[src/hdl/dri_pkg.sv]
// Purpose: Shared constants and types for the reload/indirect DMA channel.
// Assumes: APB register access with 32-bit data, one word per register.
// Notes:   Offsets, the control field layout and the pointer, count and control reset values live here.
package dri_pkg;

	localparam int          ADDR_W      = 32;
	localparam int          DATA_W      = 32;
	localparam int          REG_AW      = 8;
	localparam int          GROUP_W     = 2;

	// Register byte offsets on the APB side.
	localparam logic [7:0]  OFS_SRC     = 8'h00;
	localparam logic [7:0]  OFS_DST     = 8'h04;
	localparam logic [7:0]  OFS_CNT     = 8'h08;
	localparam logic [7:0]  OFS_CTRL    = 8'h0C;
	localparam logic [7:0]  OFS_STAT    = 8'h10;
	localparam logic [7:0]  OFS_ISTAT   = 8'h14;
	localparam logic [7:0]  OFS_ICLR    = 8'h18;
	localparam logic [7:0]  OFS_IEN     = 8'h1C;

	localparam logic [31:0] RST_ADDR    = 32'h0000_0000;
	localparam logic [31:0] RST_CNT     = 32'h0000_0000;
	localparam logic [10:0] RST_CTRL    = 11'h000;
	localparam logic [1:0]  GROUP_LAST  = 2'h3;
	localparam logic [31:0] CNT_ONE     = 32'h0000_0001;

	// Step modes for source and destination addresses.
	localparam logic [1:0]  STEP_FIXED  = 2'h0;
	localparam logic [1:0]  STEP_INC    = 2'h1;
	localparam logic [1:0]  STEP_DEC    = 2'h2;

	// Transfer sizes.
	localparam logic [1:0]  SIZE_BYTE   = 2'h0;
	localparam logic [1:0]  SIZE_WORD   = 2'h1;
	localparam logic [1:0]  SIZE_LONG   = 2'h2;

	// Channel control register layout, bit 10 downward.
	typedef struct packed {
		logic [1:0] transfer_size_sel;
		logic [1:0] dest_step_mode;
		logic [1:0] source_step_mode;
		logic       burst_mode;
		logic       indirect_mode;
		logic       reload_enable;
		logic       end_interrupt_enable;
		logic       channel_enable_bit;
	} dri_ctrl_t;

	// One access on the system bus.
	typedef struct packed {
		logic              req;
		logic              we;
		logic [1:0]        size;
		logic [ADDR_W-1:0] addr;
		logic [DATA_W-1:0] wdata;
	} dri_mem_req_t;

	typedef enum {ST_IDLE, ST_ARB, ST_PTR, ST_RD, ST_WR, ST_NEXT} dri_state_t;

	function automatic logic [ADDR_W-1:0] size_bytes(input logic [1:0] sz);
		case (sz)
			SIZE_BYTE: size_bytes = 32'h0000_0001;
			SIZE_WORD: size_bytes = 32'h0000_0002;
			default:   size_bytes = 32'h0000_0004;
		endcase
	endfunction : size_bytes

endpackage : dri_pkg

[src/hdl/dri_addr_step.sv]
// Purpose: Next-address calculator for one address pointer.
// Assumes: Pure combinational, used for both source and destination.
// Notes:   Mode 3 is treated as fixed, the same as mode 0.
`timescale 1ns/1ps
module dri_addr_step #(
	parameter int AW = 32
) (
	// Current pointer and its controls
	input  wire logic [AW-1:0] addr,
	input  wire logic [1:0]    mode,
	input  wire logic [1:0]    size,
	// Stepped pointer
	output logic [AW-1:0]      addr_next
);
	logic [AW-1:0] step;

	always_comb begin
		step = dri_pkg::size_bytes(size);
		case (mode)
			dri_pkg::STEP_INC: addr_next = addr + step;
			dri_pkg::STEP_DEC: addr_next = addr - step;
			default:           addr_next = addr;
		endcase
	end

endmodule : dri_addr_step

[src/hdl/dri_channel.sv]
// Purpose: One DMA channel with source address reload and indirect addressing.
// Assumes: APB slave for registers; a simple request/ack system bus master port;
//          bus ownership granted by the processor via bus_req/bus_grant.
// Notes:   All ports are on pclk; the peripheral request comes from on-chip logic.
`timescale 1ns/1ps
module dri_channel #(
	parameter int AW = dri_pkg::ADDR_W,
	parameter int DW = dri_pkg::DATA_W
) (
	// Clock and reset
	input  wire logic          pclk,
	input  wire logic          presetn,
	// APB slave
	input  wire logic          psel,
	input  wire logic          penable,
	input  wire logic          pwrite,
	input  wire logic [7:0]    paddr,
	input  wire logic [DW-1:0] pwdata,
	output logic               pready,
	output logic [DW-1:0]      prdata,
	output logic               pslverr,
	// Peripheral request and flag clear
	input  wire logic          dma_request,
	output logic               request_flag_clear,
	// Bus arbitration towards the processor
	output logic               bus_req,
	input  wire logic          bus_grant,
	// System bus master
	output dri_pkg::dri_mem_req_t mem_out,
	input  wire logic          mem_ack,
	input  wire logic [DW-1:0] mem_rdata,
	// Interrupt
	output logic               irq
);

	dri_pkg::dri_state_t   state_r;
	dri_pkg::dri_ctrl_t    ctrl_r;
	dri_pkg::dri_mem_req_t mem_r;
	logic [AW-1:0]         src_r;
	logic [AW-1:0]         src_start_r;
	logic [AW-1:0]         dst_r;
	logic [31:0]           cnt_r;
	logic [dri_pkg::GROUP_W-1:0] grp_r;
	logic                  istat_r;
	logic                  ien_r;
	logic                  pready_r;
	logic [DW-1:0]         prdata_r;
	logic                  pslverr_r;
	logic                  flag_clr_r;
	logic                  bus_req_r;
	logic                  irq_r;

	logic [AW-1:0]         src_next;
	logic [AW-1:0]         dst_next;
	logic [1:0]            src_size;
	logic                  apb_wr;
	logic                  apb_rd;
	logic                  done_xfer;
	logic                  last_cnt;
	logic                  grp_end;
	logic                  set_end_irq;
	logic                  reg_hit;
	logic                  wr_src;
	logic                  wr_dst;
	logic                  wr_cnt;
	logic                  wr_ctrl;
	logic                  wr_iclr;
	logic                  wr_ien;
	logic                  eng_idle;

	assign pready             = pready_r;
	assign prdata             = prdata_r;
	assign pslverr            = pslverr_r;
	assign request_flag_clear = flag_clr_r;
	assign bus_req            = bus_req_r;
	assign mem_out            = mem_r;
	assign irq                = irq_r;

	// The answer comes one cycle into the access phase, so data leaves a flop.
	assign apb_wr = psel & penable & pwrite & ~pready_r;
	assign apb_rd = psel & penable & ~pwrite & ~pready_r;

	// One offset compare serves every register write decode below.
	function automatic logic ofs_is(input logic [7:0] a, input logic [7:0] ofs);
		ofs_is = (a == ofs);
	endfunction : ofs_is

	assign wr_src   = apb_wr & ofs_is(paddr, dri_pkg::OFS_SRC);
	assign wr_dst   = apb_wr & ofs_is(paddr, dri_pkg::OFS_DST);
	assign wr_cnt   = apb_wr & ofs_is(paddr, dri_pkg::OFS_CNT);
	assign wr_ctrl  = apb_wr & ofs_is(paddr, dri_pkg::OFS_CTRL);
	assign wr_iclr  = apb_wr & ofs_is(paddr, dri_pkg::OFS_ICLR);
	assign wr_ien   = apb_wr & ofs_is(paddr, dri_pkg::OFS_IEN);
	// Pointer and count writes are refused while the engine owns them.
	assign eng_idle = (state_r == dri_pkg::ST_IDLE);

	// Unmapped offsets still complete with one wait state, flagged by pslverr.
	always_comb begin
		case (paddr)
			dri_pkg::OFS_SRC, dri_pkg::OFS_DST, dri_pkg::OFS_CNT, dri_pkg::OFS_CTRL,
			dri_pkg::OFS_STAT, dri_pkg::OFS_ISTAT, dri_pkg::OFS_ICLR,
			dri_pkg::OFS_IEN: reg_hit = 1'b1;
			default:          reg_hit = 1'b0;
		endcase
	end

	// Pointer fetches step the source by a longword, whatever the data size.
	assign src_size = ctrl_r.indirect_mode ? dri_pkg::SIZE_LONG
	                                       : ctrl_r.transfer_size_sel;

	dri_addr_step #(
		.AW(AW)
	) u_src_step (
		.addr     (src_r),
		.mode     (ctrl_r.source_step_mode),
		.size     (src_size),
		.addr_next(src_next)
	);

	dri_addr_step #(
		.AW(AW)
	) u_dst_step (
		.addr     (dst_r),
		.mode     (ctrl_r.dest_step_mode),
		.size     (ctrl_r.transfer_size_sel),
		.addr_next(dst_next)
	);

	assign done_xfer   = (state_r == dri_pkg::ST_NEXT);
	assign last_cnt    = (cnt_r == dri_pkg::CNT_ONE);
	assign grp_end     = (grp_r == dri_pkg::GROUP_LAST);
	assign set_end_irq = done_xfer & last_cnt & ctrl_r.end_interrupt_enable;

	// APB response.
	always_ff @(posedge pclk or negedge presetn) begin
		if (!presetn) begin
			pready_r  <= 1'b0;
			pslverr_r <= 1'b0;
			prdata_r  <= dri_pkg::RST_ADDR;
		end else begin
			pready_r  <= psel & penable & ~pready_r;
			pslverr_r <= psel & penable & ~pready_r & ~reg_hit;
			if (apb_rd) begin
				case (paddr)
					dri_pkg::OFS_SRC:   prdata_r <= src_r;
					dri_pkg::OFS_DST:   prdata_r <= dst_r;
					dri_pkg::OFS_CNT:   prdata_r <= cnt_r;
					dri_pkg::OFS_CTRL:  prdata_r <= {21'h0, ctrl_r};
					dri_pkg::OFS_STAT:  prdata_r <= {29'h0, grp_r, !eng_idle};
					dri_pkg::OFS_ISTAT: prdata_r <= {31'h0, istat_r};
					dri_pkg::OFS_IEN:   prdata_r <= {31'h0, ien_r};
					default:            prdata_r <= 32'h0000_0000;
				endcase
			end else begin
				prdata_r <= 32'h0000_0000;
			end
		end
	end

	// Channel control. Request source selection lives outside this channel,
	// so changing it with the channel enabled is the user's hazard.
	always_ff @(posedge pclk or negedge presetn) begin
		if (!presetn) begin
			ctrl_r <= dri_pkg::RST_CTRL;
		end else if (wr_ctrl) begin
			ctrl_r <= pwdata[10:0];
		end
	end

	// Transfer counter modulo four, cleared on an enable edge.
	always_ff @(posedge pclk or negedge presetn) begin
		if (!presetn) begin
			grp_r <= '0;
		end else if (wr_ctrl && pwdata[0]
		             && !ctrl_r.channel_enable_bit) begin
			grp_r <= '0;
		end else if (done_xfer) begin
			grp_r <= grp_r + 2'h1;
		end
	end

	// Source address, with its reload copy. Software writes are ignored
	// while the channel is moving data, so the engine owns the pointer.
	always_ff @(posedge pclk or negedge presetn) begin
		if (!presetn) begin
			src_r       <= dri_pkg::RST_ADDR;
			src_start_r <= dri_pkg::RST_ADDR;
		end else if (wr_src && eng_idle) begin
			src_r       <= pwdata;
			src_start_r <= pwdata;
		end else if (done_xfer) begin
			if (ctrl_r.reload_enable && grp_end) begin
				src_r <= src_start_r;
			end else begin
				src_r <= src_next;
			end
		end
	end

	// Destination address steps regardless of reload.
	always_ff @(posedge pclk or negedge presetn) begin
		if (!presetn) begin
			dst_r <= dri_pkg::RST_ADDR;
		end else if (wr_dst && eng_idle) begin
			dst_r <= pwdata;
		end else if (done_xfer) begin
			dst_r <= dst_next;
		end
	end

	// Transfer count.
	always_ff @(posedge pclk or negedge presetn) begin
		if (!presetn) begin
			cnt_r <= dri_pkg::RST_CNT;
		end else if (wr_cnt && eng_idle) begin
			cnt_r <= pwdata;
		end else if (done_xfer) begin
			cnt_r <= cnt_r - dri_pkg::CNT_ONE;
		end
	end

	// Interrupt status, enable and output. A set in the same cycle as a
	// clear wins, so no end-of-count event is lost.
	always_ff @(posedge pclk or negedge presetn) begin
		if (!presetn) begin
			istat_r <= 1'b0;
			ien_r   <= 1'b0;
			irq_r   <= 1'b0;
		end else begin
			if (wr_ien) begin
				ien_r <= pwdata[0];
			end
			if (set_end_irq) begin
				istat_r <= 1'b1;
			end else if (wr_iclr && pwdata[0]) begin
				istat_r <= 1'b0;
			end
			irq_r <= istat_r & ien_r;
		end
	end

	// Peripheral request flag clear pulse. Count end and group end can fall
	// on one transfer; they share a single pulse.
	always_ff @(posedge pclk or negedge presetn) begin
		if (!presetn) begin
			flag_clr_r <= 1'b0;
		end else begin
			flag_clr_r <= done_xfer & (last_cnt
			              | (ctrl_r.reload_enable & grp_end));
		end
	end

	// Transfer engine and system bus requests.
	always_ff @(posedge pclk or negedge presetn) begin
		if (!presetn) begin
			state_r   <= dri_pkg::ST_IDLE;
			bus_req_r <= 1'b0;
			mem_r     <= '0;
		end else begin
			case (state_r)
				dri_pkg::ST_IDLE: begin
					// The flag clear takes a cycle to reach the peripheral, so a
					// request seen during the pulse is stale and must not restart.
					if (ctrl_r.channel_enable_bit && dma_request && !flag_clr_r
					    && cnt_r != dri_pkg::RST_CNT) begin
						bus_req_r <= 1'b1;
						state_r   <= dri_pkg::ST_ARB;
					end
				end
				dri_pkg::ST_ARB: begin
					if (bus_grant) begin
						mem_r.req  <= 1'b1;
						mem_r.we   <= 1'b0;
						mem_r.addr <= src_r;
						if (ctrl_r.indirect_mode) begin
							mem_r.size <= dri_pkg::SIZE_LONG;
							state_r    <= dri_pkg::ST_PTR;
						end else begin
							mem_r.size <= ctrl_r.transfer_size_sel;
							state_r    <= dri_pkg::ST_RD;
						end
					end
				end
				dri_pkg::ST_PTR: begin
					if (mem_ack) begin
						mem_r.addr <= mem_rdata;
						mem_r.size <= ctrl_r.transfer_size_sel;
						state_r    <= dri_pkg::ST_RD;
					end
				end
				dri_pkg::ST_RD: begin
					if (mem_ack) begin
						// Write data is the read word as is; narrow sizes use the low lanes.
						mem_r.we    <= 1'b1;
						mem_r.addr  <= dst_r;
						mem_r.size  <= ctrl_r.transfer_size_sel;
						mem_r.wdata <= mem_rdata;
						state_r     <= dri_pkg::ST_WR;
					end
				end
				dri_pkg::ST_WR: begin
					if (mem_ack) begin
						mem_r.req <= 1'b0;
						mem_r.we  <= 1'b0;
						state_r   <= dri_pkg::ST_NEXT;
					end
				end
				dri_pkg::ST_NEXT: begin
					// Pointers update this cycle; the next access reads them after.
					if (last_cnt || (ctrl_r.reload_enable && grp_end)
					    || !ctrl_r.burst_mode || !ctrl_r.channel_enable_bit) begin
						bus_req_r <= 1'b0;
						state_r   <= dri_pkg::ST_IDLE;
					end else begin
						state_r <= dri_pkg::ST_ARB;
					end
				end
				default: begin
					state_r   <= dri_pkg::ST_IDLE;
					bus_req_r <= 1'b0;
				end
			endcase
		end
	end

endmodule : dri_channel

[config.mk]
export PLATFORM = sky130hd
export DESIGN_NAME = dri_channel
export DESIGN_NICKNAME = d
export VERILOG_FILES = /design/src/hdl/dri_pkg.sv /design/src/hdl/dri_addr_step.sv /design/src/hdl/dri_channel.sv
export SDC_FILE = /design/constraint.sdc
export NUM_CORES = 1
export LEC_CHECK = 0
export BUFFER_PORTS_ARGS = -buffer_cell sky130_fd_sc_hd__buf_4
export CAP_MARGIN = 20
export CORE_AREA = 8 8 201 203
export DETAILED_ROUTE_END_ITERATION = 8
export DIE_AREA = 0 0 209 211
export HOLD_SLACK_MARGIN = 0.06
export PLACE_DENSITY = 0.56
export SLEW_MARGIN = 30
export SYNTH_ARGS = -nofsm -noshare
export SYNTH_HDL_FRONTEND = slang
export SYNTH_SLANG_ARGS = --single-unit
[constraint.sdc]
create_clock -name pclk -period 6 [get_ports pclk]
set_input_delay 1.2 -clock pclk [delete_from_list [all_inputs] [get_ports pclk]]
set_output_delay 1.2 -clock pclk [all_outputs]
set_load 0.03 [all_outputs]
Word-level counts from Yosys, hierarchy flattened
Memory sizes are Yosys's and may differ from the RTL's.
Cells that the tools add are included.

cells by class
  add/sub/neg operators = 6
  eq/ne operators = 27
  muxes and demuxes = 37
  bitwise operators = 23
  reductions and logical operators = 43

operator list
  kind                   number
  $mux 32                13
  $pmux 32 s7            1
  $pmux 32 s6            1
  $pmux 32 s2            2
  $pmux 34 s3            1
  $mux 67                1
  $add 32x3->32          2
  $eq 32x1->1 const B    2
  $eq 32x2->1 const B    2
  $eq 32x3->1 const B    2
  $logic_not 32->1       2
  $sub 32x3->32          2
  $mux 36                1
  $mux 34                1
  $eq 32x4->1 const B    1
  $eq 8x5->1 const B     4
  $reduce_bool 32->1     1
  $sub 32x1->32 const B  1
  $and 1x1->1            18
  $eq 8x4->1 const B     2
  $ne 2x2->1 const B     6
  $pmux 3 s2             2
  $reduce_bool 2->1      6
  $logic_and 1x1->1      10
  other kinds (22)       52

word-level totals
  register bits = 280
  memory bits (read-only) = 32
  input bits = 80
  output and inout port bits = 105
  logic and storage cells = 164
  memories = 1

memory list
  name             depth  width  rd ports  clocked after Yosys merged registers in  write ports  RTL line           RTL
  (no name shown)  32     1      1         0                                        0            dri_channel.sv:99  case (paddr)

Longest topological paths before layout
Gate-level depths: netlist of run 1.

  depth after elaboration = 8
  depth in mapped cells = 14
  mapped depth without buffers = 14

Cells and area by module
A second synthesis of run 1 with hierarchy kept.

second synthesis, totals
  cells, all modules = 1718
  area, all modules = 15627.5 um^2

by module, submodules not included
  module                       instances  cells an instance  area each (um^2)  seq. area each (um^2)
  dri_channel                  1          1128               11596.1           6281.0
  dri_addr_step at u_src_step  1          301                2018.2            0.0
  dri_addr_step at u_dst_step  1          289                2013.2            0.0

Worst setup path after synthesis of run 1
Ideal clock, no wire load.

  path kind = reg-to-reg
  start = reg ctrl_r[5] in the netlist's numbering
  end = reg src_r[30]
  setup time = 101 ps
  data arrival time = 3365 ps
  required time = 5899 ps
  path slack = 2534 ps
  stages on the path, launching flop included = 14
  path buffers = 0
  period minus slack after synthesis = 3466 ps
  cells stage by stage = dfrtp_1 inv_1 ha_1 o21a_1 ha_1 a21oi_1 o22ai_2 o21ba_2 a221oi_2 o41a_4 o21ba_4 o21ai_4 a2111o_1 o311ai_2

between the ends
  word-level cells in the longest chain between the ends = 5
  elaborated cells between the ends (all ways) = 8
  classes of those cells = eq/ne: 2; mux: 4; reduce/logical: 2

ends and longest elaborated chain
  what                                             RTL line             RTL
  from (decl)                                      dri_channel.sv:37    dri_pkg::dri_ctrl_t ctrl_r;
  from (signal assigned)                           dri_channel.sv:164   ctrl_r <= dri_pkg::RST_CTRL;
  from (signal assigned)                           dri_channel.sv:166   ctrl_r <= pwdata[10:0];
  $eq 2x2->1 / $eq 2x1->1 (equally long branches)  dri_addr_step.sv:19  case (mode)
  $pmux 32 s2                                      dri_addr_step.sv:19
  $mux 32                                          dri_channel.sv:192   if (ctrl_r.reload_enable && grp_end) begin
  $mux 32                                          dri_channel.sv:191   end else if (done_xfer) begin
  $mux 32                                          dri_channel.sv:188   end else if (wr_src && eng_idle) begin
  to (signal assigned)                             dri_channel.sv:189   src_r <= pwdata;
  to (signal assigned)                             dri_channel.sv:193   src_r <= src_start_r;
  to (signal assigned)                             dri_channel.sv:195   src_r <= src_next;
  to (decl)                                        dri_channel.sv:39    logic [AW-1:0] src_r;

Several ways; a longest one is shown, not always the timed one. The select of a mux whose other input is x is not followed.
A chain may end at the register's enable or synchronous reset.

Worst setup path after layout of run 1
  start = reg ctrl_r[7] in the netlist's numbering
  end = reg dst_r[28]

between the ends
  word-level cells in the longest chain between the ends = 4
  elaborated cells between the ends (all ways) = 7
  classes of those cells = eq/ne: 2; mux: 3; reduce/logical: 2

ends and longest elaborated chain
  what                                             RTL line             RTL
  $eq 2x2->1 / $eq 2x1->1 (equally long branches)  dri_addr_step.sv:19
  $pmux 32 s2                                      dri_addr_step.sv:19
  $mux 32                                          dri_channel.sv:206   end else if (done_xfer) begin
  $mux 32                                          dri_channel.sv:204   end else if (wr_dst && eng_idle) begin
  to (signal assigned)                             dri_channel.sv:203   dst_r <= dri_pkg::RST_ADDR;
  to (signal assigned)                             dri_channel.sv:205   dst_r <= pwdata;
  to (signal assigned)                             dri_channel.sv:207   dst_r <= dst_next;
  to (decl)                                        dri_channel.sv:41    logic [AW-1:0] dst_r;

Several ways; a longest one is shown, not always the timed one. The select of a mux whose other input is x is not followed.

==> flow_metrics.py, run 1 <==
metrics = {
    "drt": {
        "drt_first_iter_violations": 1437,
        "route.detailed.drc": 0,
        "wirelength_mm": 52.6,
        "detailedRoute.firstPassIterationCount": 8,
        "avgViaCountPerCell": 6.19,
        "routed-via-count": 13232,
        "drtAntennaViolNets": 0,
        "route.detailed.wl_per_inst_um": 24.6,
    },
    "critical_path": {
        "timing.setup.critical_path_class": "flip-flop to flip-flop",
        "path_common_cell": "o21ai_0",
        "critical_path.slowest_cell": "inv_1",
        "crit_path_max_fanout": 16,
        "required_time_of_the_critical_path_ns": 6.49,
        "path_buf_inv": 1,
        "cp-start-kind": "flip-flop",
        "crit_arrival_ns": 4.68,
        "critical-path-max-stage-delay_ns": 0.54,
        "end_kind": "flip-flop",
        "crit_chain": "nand2b_1 -> inv_1 -> ha_1 -> o21a_1 -> a21oi_1 -> o21bai_1 -> o21ai_0 -> o221a_2 -> o21ai_0 -> a31oi_1 -> mux2_2 -> o21ai_0",
        "critPathTopFamily": "compound AO/OA/AOI/OAI gates",
    },
    "die": {
        "dieWidth_um": 209,
        "fp.coreArea_um2": 37100,
        "pin_count": 185,
        "row_count": 71,
        "initial_utilization_pct": 39.3,
        "die-area_um2": 44100,
        "die_h_um": 211,
    },
    "yosys": {
        "yosys-top-cells-area": "dfrtp_1 (43%), mux2_2 (6.0%), ha_1 (5.8%), o21ai_0 (5.5%), nand2_1 (3.8%)",
        "postSynthCellCount": 1495,
        "synth-seq-cells": 251,
        "post_synth_cell_types": 74,
        "synthesis.area_um2": 14600,
        "synth_sequential_area_ratio_pct": 43.0,
        "mappedNetlistNets": 1645,
        "yosys.cell_count.top_type": "dfrtp_1",
        "syn_avg_cell_area_um2": 9.76,
        "async_set_reset_flop_share_out_of_synthesis_pct": 100,
        "synth_ff_type": "dfrtp_1",
        "synth_edf_count": 0,
        "netlist.area_leader.share_pct": 43.0,
        "synth_top_cells_by_count": "dfrtp_1 (251), o21ai_0 (159), nand2_1 (146), nor2_1 (90), clkbuf_1 (82)",
        "synthesis.yosys.warnings": 0,
        "synthDominantAreaCellType": "dfrtp_1",
    },
    "sta": {
        "setup_viol_count_final": 0,
        "final_hold_violating_endpoints": 0,
        "maxSlewViolCount": 0,
        "fmax_mhz": 239,
        "post-route-period-util_pct": 69.8,
        "worst_slew_margin_rel_pct": 29.7,
        "clock_skew_ns": 0.0154,
        "rsz0062_at_grt": "false",
        "setup_tns_ns": 0,
        "timing_worst_slew_pin_value_ns": 1.05,
        "min_period_ns": 4.19,
    },
    "run_status": {
        "result_of_the_run": "complete, no violations",
    },
    "power_and_ir_drop": {
        "power_density_over_the_cells_nw_per_um2": 390,
        "net-switching-power_mw": 2.68,
        "combinationalPowerShare_pct": 38.3,
        "power_leakage_nw": 8.17,
        "intPower_mw": 4.14,
        "peakVddDrop_uv": 295,
        "share_clk_of_total_power_pct": 27.6,
        "seqPwrFrac_pct": 34.1,
        "netSwitchingFraction_pct": 39.3,
    },
    "placed_design": {
        "place.gp.congestion": 0.918,
        "placement.cell_area_um2": 16400,
        "dpl.hpwl_mm": 37.2,
        "place.port_buffers": 184,
    },
    "finish": {
        "share_of_post_route_cells_with_drive_strength_above_1_pct": 21.7,
        "insertedDiodeCount": 0,
        "finalNetCount": 1791,
        "stdcell_area_um2": 17500,
        "fillers": 3629,
        "multi_input_comb_area_um2": 7940,
        "areaGrowthSynthToFinish_pct": 19.8,
        "final-seq-area_um2": 6280,
    },
    "grt": {
        "globalRouteTotalUtil_pct": 23.2,
        "global_route_wire_length_before_repair_mm": 80.7,
        "global_route.overflow_total": 0,
        "first_global_vias": 13265,
        "grt_antenna_before_repair": 0,
        "maximum_number_of_pins_on_one_net_before_global_route_repair": 122,
    },
    "worst_hold_path": {
        "min_delay_path_class": "flip-flop to flip-flop",
    },
    "cts": {
        "numCtsBuffers": 31,
        "cts.htree.levels": 1,
        "clock_sink_count": 251,
        "ctsLongestPathBuffers": 3,
        "clk_latency_ns": 0.58,
        "worst_setup_hold_path_clk_slew_ns": 0.06,
        "cts_setup_buffers": 0,
        "hold_buffers": 0,
        "cts.repair.resized": 0,
        "cts_tree": "built",
        "cts_root_buf": "clkbuf_16",
    },
    "flow_run": {
        "cap_violations": 0,
    },
}
-- cell families (layout without fill, tap and decap cells) --
kind of cell	Yosys count	count (layout)	share of synthesized area, %
DFF	251	251	43.0
muxes	88	88	6.70
xor gates and xnor gates	56	56	3.36
and+or+nand+nor	384	384	12.4
AOI/OAI and AO/OA	535	535	25.5
adders and majority gates	70	70	6.10
buffers and inverters	111	279	2.90
-- cell type report --
| class | instances | share of cell area (%) |
|---|---|---|
| clock buffer | 41 | 4.88 |
| clock inverter | 14 | 0.937 |
| inverter | 20 | 0.429 |
| multi-input combinational | 1133 | 45.4 |
| sequential | 251 | 35.9 |
| tap | 474 | 3.39 |
| timing repair buffer | 204 | 9.03 |
-- power by group through the flow --
stage | sequential, mW | clock [mW] | combinational [mW]
after detailed placement | 2.35 | 0 | 2.61
after floorplan | 2.71 | 0 | 1.26
after CTS | 2.33 | 1.92 | 2.62
after global placement | 2.34 | 0 | 2.58
after global routing | 2.37 | 2.00 | 2.83
final | 2.33 | 1.88 | 2.61
-- stage by stage --
step / hold WS (ns) / power, mW / util (%) / cells / setup slack (ns)
detailed placement: 0.441 / 4.96 / 44.2 / 2080 / 1.87
CTS: 0.444 / 6.87 / 46.9 / 2135 / 1.91
global route: 0.453 / 7.21 / 47.1 / 2137 / 1.67
finish: 0.447 / 6.82 / 47.1 / 2137 / 1.81
floorplan: 0.465 / 3.97 / - / 1495 / 2.53
global placement: 0.447 / 4.92 / 44.2 / 2080 / 1.98
-- layer usage --
layer  vias to the layer above  part of all wire (%)  GRT usage (%)
met4                         0                   2.6           7.75
met3                        89                   8.2           4.07
met5                         -                     0              0
met1                      6541                    45           32.3
met2                       587                    45           36.0
li1                       6015                     -              -
-- layout by cell type (no fill, tap or decap), drive strengths merged, types with 22 or more instances in the layout --
master	instances
mux2	78
dfrtp	251
a22oi	65
a221o	40
a222oi	39
nand2	148
xor2	26
clkbuf	41
xnor2	30
nor2	90
nor3	22
buf	204
o21ai	161
ha	68
nand3	22
a21o	45
a21oi	80
-- flip-flops by register name (all words and copies together) (netlist names), 2 cells and up --
signal and count:
mem_out 68, cnt_r 32, dst_r 32, prdata 32
src_r 32, src_start_r 32, ctrl_r 11, state_r 3
grp_r 2
-- worst paths after layout --
check	startpoint	endpoint	slack [ns]	depth (start not counted)
setup / recovery	ctrl_r[7]$_DFFE_PN0P_	dst_r[28]$_DFFE_PN0P_	1.81	12
hold / removal	pready$_DFF_PN0_	pslverr$_DFF_PN0_	0.45	1
setup reg to reg	ctrl_r[7]$_DFFE_PN0P_	dst_r[28]$_DFFE_PN0P_	1.81	12
hold reg to reg	pready$_DFF_PN0_	pslverr$_DFF_PN0_	0.45	1
max in group asynchronous	presetn	src_r[29]$_DFFE_PN0P_	4.13	3
min in group asynchronous	presetn	mem_out[8]$_DFFE_PN0P_	0.50	1
-- worst register-to-register path, stage by stage (launching register included) --
cell      delay [ns]
dfrtp_1         0.40
nand2b_1        0.23
inv_1           0.54
ha_1            0.40
o21a_1          0.19
a21oi_1         0.34
o21bai_1        0.17
o21ai_0         0.53
o221a_2         0.33
o21ai_0         0.22
a31oi_1         0.28
mux2_2          0.35
o21ai_0         0.13
Power figures use the tool's default switching activity.
==> run 2: changes to the inputs <==
- ABC_AREA: not set -> 1
- CORE_AREA: 8 8 201 203 -> 8 8 216 218
- DIE_AREA: 0 0 209 211 -> 0 0 224 226
- PLACE_DENSITY: 0.56 -> 0.55
- clock period: 6 -> 4.27 ns (I/O delays scaled with it)
==> run 2 against run 1 <==
Net effect: clock skew is 0.0056 ns lower; core utilization is 1.2 points lower; final area is 14% higher; setup slack worse by 0.67 ns; sequential share of layout area is 4.4 points lower.
==> flow_metrics.py, run 2 <==
metrics = {
    "cts": {
        "cts.repair.resized": 0,
        "ctsLongestPathBuffers": 3,
        "hold_buffers": 0,
        "cts_setup_buffers": 0,
        "cts.htree.levels": 1,
        "cts_root_buf": "clkbuf_16",
        "clock_sink_count": 251,
        "worst_setup_hold_path_clk_slew_ns": 0.06,
        "numCtsBuffers": 30,
        "cts_tree": "built",
        "clk_latency_ns": 0.59,
    },
    "die": {
        "dieWidth_um": 224,
        "die-area_um2": 50600,
        "pin_count": 185,
        "initial_utilization_pct": 39.1,
        "fp.coreArea_um2": 43500,
        "die_h_um": 226,
        "row_count": 77,
    },
    "sta": {
        "setup_viol_count_final": 0,
        "timing_worst_slew_pin_value_ns": 0.787,
        "fin_hold_ws_ns": 0.117,
        "setup_tns_ns": 0,
        "worst_slew_margin_rel_pct": 47.4,
        "fmax_mhz": 319,
        "min_period_ns": 3.13,
        "post-route-period-util_pct": 73.3,
        "final_hold_violating_endpoints": 0,
        "rsz0062_at_grt": "false",
        "maxSlewViolCount": 0,
        "clock_skew_ns": 0.00979,
    },
    "critical_path": {
        "timing.setup.critical_path_class": "flip-flop to flip-flop",
        "crit_chain": "inv_1 -> ha_1 -> buf_4 -> o21a_1 -> ha_1 -> nand2_1 -> nor2_1 -> nand2_1 -> nand3_1 -> nand2_1 -> nand2_1 -> nand2_1 -> nand3_1 -> nand3_1 -> nand2_1 -> nand2_1",
        "critical_path.slowest_cell": "dfrtp_1",
        "crit_path_max_fanout": 30,
        "critical-path-max-stage-delay_ns": 0.50,
        "path_buf_inv": 2,
        "path_common_cell": "nand2_1",
        "critPathTopFamily": "simple AND/OR/NAND/NOR gates",
        "cp-start-kind": "flip-flop",
        "crit_arrival_ns": 3.60,
        "required_time_of_the_critical_path_ns": 4.74,
        "end_kind": "flip-flop",
    },
    "finish": {
        "mostFrequentLayoutCell": "nand2_1",
        "areaGrowthSynthToFinish_pct": 17.3,
        "share_of_post_route_cells_with_drive_strength_above_1_pct": 10.8,
        "largest_register_ff_count": 68,
        "insertedDiodeCount": 0,
        "most-common-layout-cells": "nand2_1 (679), inv_1 (485), dfrtp_1 (251)",
        "finalNetCount": 2791,
    },
    "grt": {
        "maximum_number_of_pins_on_one_net_before_global_route_repair": 108,
        "globalRouteTotalUtil_pct": 27.7,
        "global_route_wire_length_before_repair_mm": 106,
        "grt_busiest_layer": "met2",
        "grt_antenna_before_repair": 1,
        "groute.layer.met1.usage_pct": 34.1,
        "gr-usage-met2_pct": 48.1,
        "first_global_vias": 17076,
        "global_route.overflow_total": 0,
        "grtUsageMet3_pct": 4.71,
    },
    "placed_design": {
        "place.gp.congestion": 0.978,
        "dpl.hpwl_mm": 57.1,
        "place.port_buffers": 184,
    },
    "power_and_ir_drop": {
        "netSwitchingFraction_pct": 48.4,
        "report.power.total_mw": 12.4,
        "power_leakage_nw": 11.3,
        "seqPwrFrac_pct": 27.9,
        "power_density_over_the_cells_nw_per_um2": 624,
        "net-switching-power_mw": 6.02,
        "peakVddDrop_uv": 312,
        "intPower_mw": 6.43,
        "share_clk_of_total_power_pct": 19.8,
        "combinationalPowerShare_pct": 52.2,
    },
    "yosys": {
        "yosys-top-cells-area": "dfrtp_1 (37%), nand2_1 (15%), inv_1 (11%), o21ai_0 (5.2%), ha_1 (5.0%)",
        "mappedNetlistNets": 2625,
        "async_set_reset_flop_share_out_of_synthesis_pct": 100,
        "synth-seq-cells": 251,
        "synth_edf_count": 0,
        "syn_avg_cell_area_um2": 6.87,
        "postSynthCellCount": 2475,
        "synthesis.area_um2": 17000,
        "yosys.cell_count.top_type": "nand2_1",
        "netlist.area_leader.share_pct": 36.9,
        "post_synth_cell_types": 42,
        "synthDominantAreaCellType": "dfrtp_1",
        "synth_sequential_area_ratio_pct": 36.9,
        "synth_ff_type": "dfrtp_1",
        "synth_top_cells_by_count": "nand2_1 (680), inv_1 (486), dfrtp_1 (251), nor2_1 (182), o21ai_0 (177)",
        "synthesis.yosys.warnings": 0,
    },
    "drt": {
        "route.detailed.drc": 0,
        "wirelength_mm": 71.4,
        "detailedRoute.firstPassIterationCount": 6,
        "drt_first_iter_violations": 1458,
        "routed-via-count": 17305,
        "route.detailed.wl_per_inst_um": 22.0,
        "drtAntennaViolNets": 0,
        "avgViaCountPerCell": 5.32,
    },
    "run_status": {
        "result_of_the_run": "complete, no violations",
    },
    "worst_hold_path": {
        "min_delay_path_class": "primary input to asynchronous set/reset pin",
    },
    "flow_run": {
        "cap_violations": 0,
    },
}
-- run 2: cell types whose count changed after synthesis, moves of 39 or more --
cell | before | now
nand2_1 | 146 | 680
inv_1 | 19 | 486
nand3_1 | 22 | 132
nor2_1 | 90 | 182
mux2_2 | 78 | 0
a22oi_1 | 65 | 0
o221ai_1 | 3 | 62
o22ai_1 | 3 | 61
a21o_1 | 45 | 2
clkbuf_1 | 82 | 39
a221o_1 | 40 | 0
a222oi_1 | 39 | 0
-- run 2: cell families after synthesis --
group / after synthesis / synth area share, %
AO/OA/AOI/OAI: 485 / 17.2
flip-flops: 251 / 36.9
adder cells (fa/ha/maj): 70 / 5.24
XOR/XNOR: 43 / 2.22
buffers and inverters: 575 / 13.2
AND/OR/NAND/NOR: 1051 / 25.2
-- run 2: layout make-up --
class	instances	area (um^2)
sequential	251	6280
clock inverter	9	60.1
tap	592	741
fill	4571	23500
clock buffer	41	862
timing repair buffer	212	1640
inverter	497	1870
multi-input combinational	1649	8490
-- run 2: layer usage --
metal / routed length (um) / vias to the layer above
met5: 0 / -
met4: 2900 / 0
met2: 34600 / 594
met1: 29200 / 8315
li1: - / 8259
met3: 4670 / 137
-- run 2: worst reg2reg max path: cells and delay by family, from the launching register on --
kind / cells / cell delay, ns
flops: 1 / 0.50
buf+inv: 2 / 0.36
fa+ha+maj: 2 / 0.64
simple gates: 11 / 1.34
compound gates: 1 / 0.20
-- run 2: path summary, 6_finish.rpt --
path	start	end	slack (ns)	cells past startpoint
setup / recovery	ctrl_r[5]$_DFFE_PN0P_	src_r[30]$_DFFE_PN0P_	1.14	16
hold / removal	presetn	grp_r[0]$_DFFE_PN0P_	0.12	1
setup reg to reg	ctrl_r[5]$_DFFE_PN0P_	src_r[30]$_DFFE_PN0P_	1.14	16
hold reg to reg	mem_out[66]$_DFFE_PN0P_	mem_out[66]$_DFFE_PN0P_	0.48	2
max in group asynchronous	presetn	mem_out[62]$_DFFE_PN0P_	2.91	3
min in group pclk	mem_out[66]$_DFFE_PN0P_	mem_out[66]$_DFFE_PN0P_	0.48	2
-- run 2: metrics by stage --
stage	utilization [%]	instances	setup WS, ns	cell area, um^2
floorplan	-	2475	1.06	17000
global placement	43.7	3200	1.12	19000
finish	45.9	3251	1.14	19900
detailed placement	43.7	3200	1.02	19000
CTS	45.8	3250	1.14	19900
global route	45.9	3251	0.942	19900
-- run 2: power by group through the flow --
stage / Combinational (mW) / Clock [mW] / Sequential, mW
floorplan: 3.79 / 0 / 3.91
global placement: 6.42 / 0 / 3.50
detailed placement: 6.47 / 0 / 3.50
CTS: 6.49 / 2.50 / 3.47
global route: 7.20 / 2.59 / 3.53
finish: 6.50 / 2.47 / 3.48
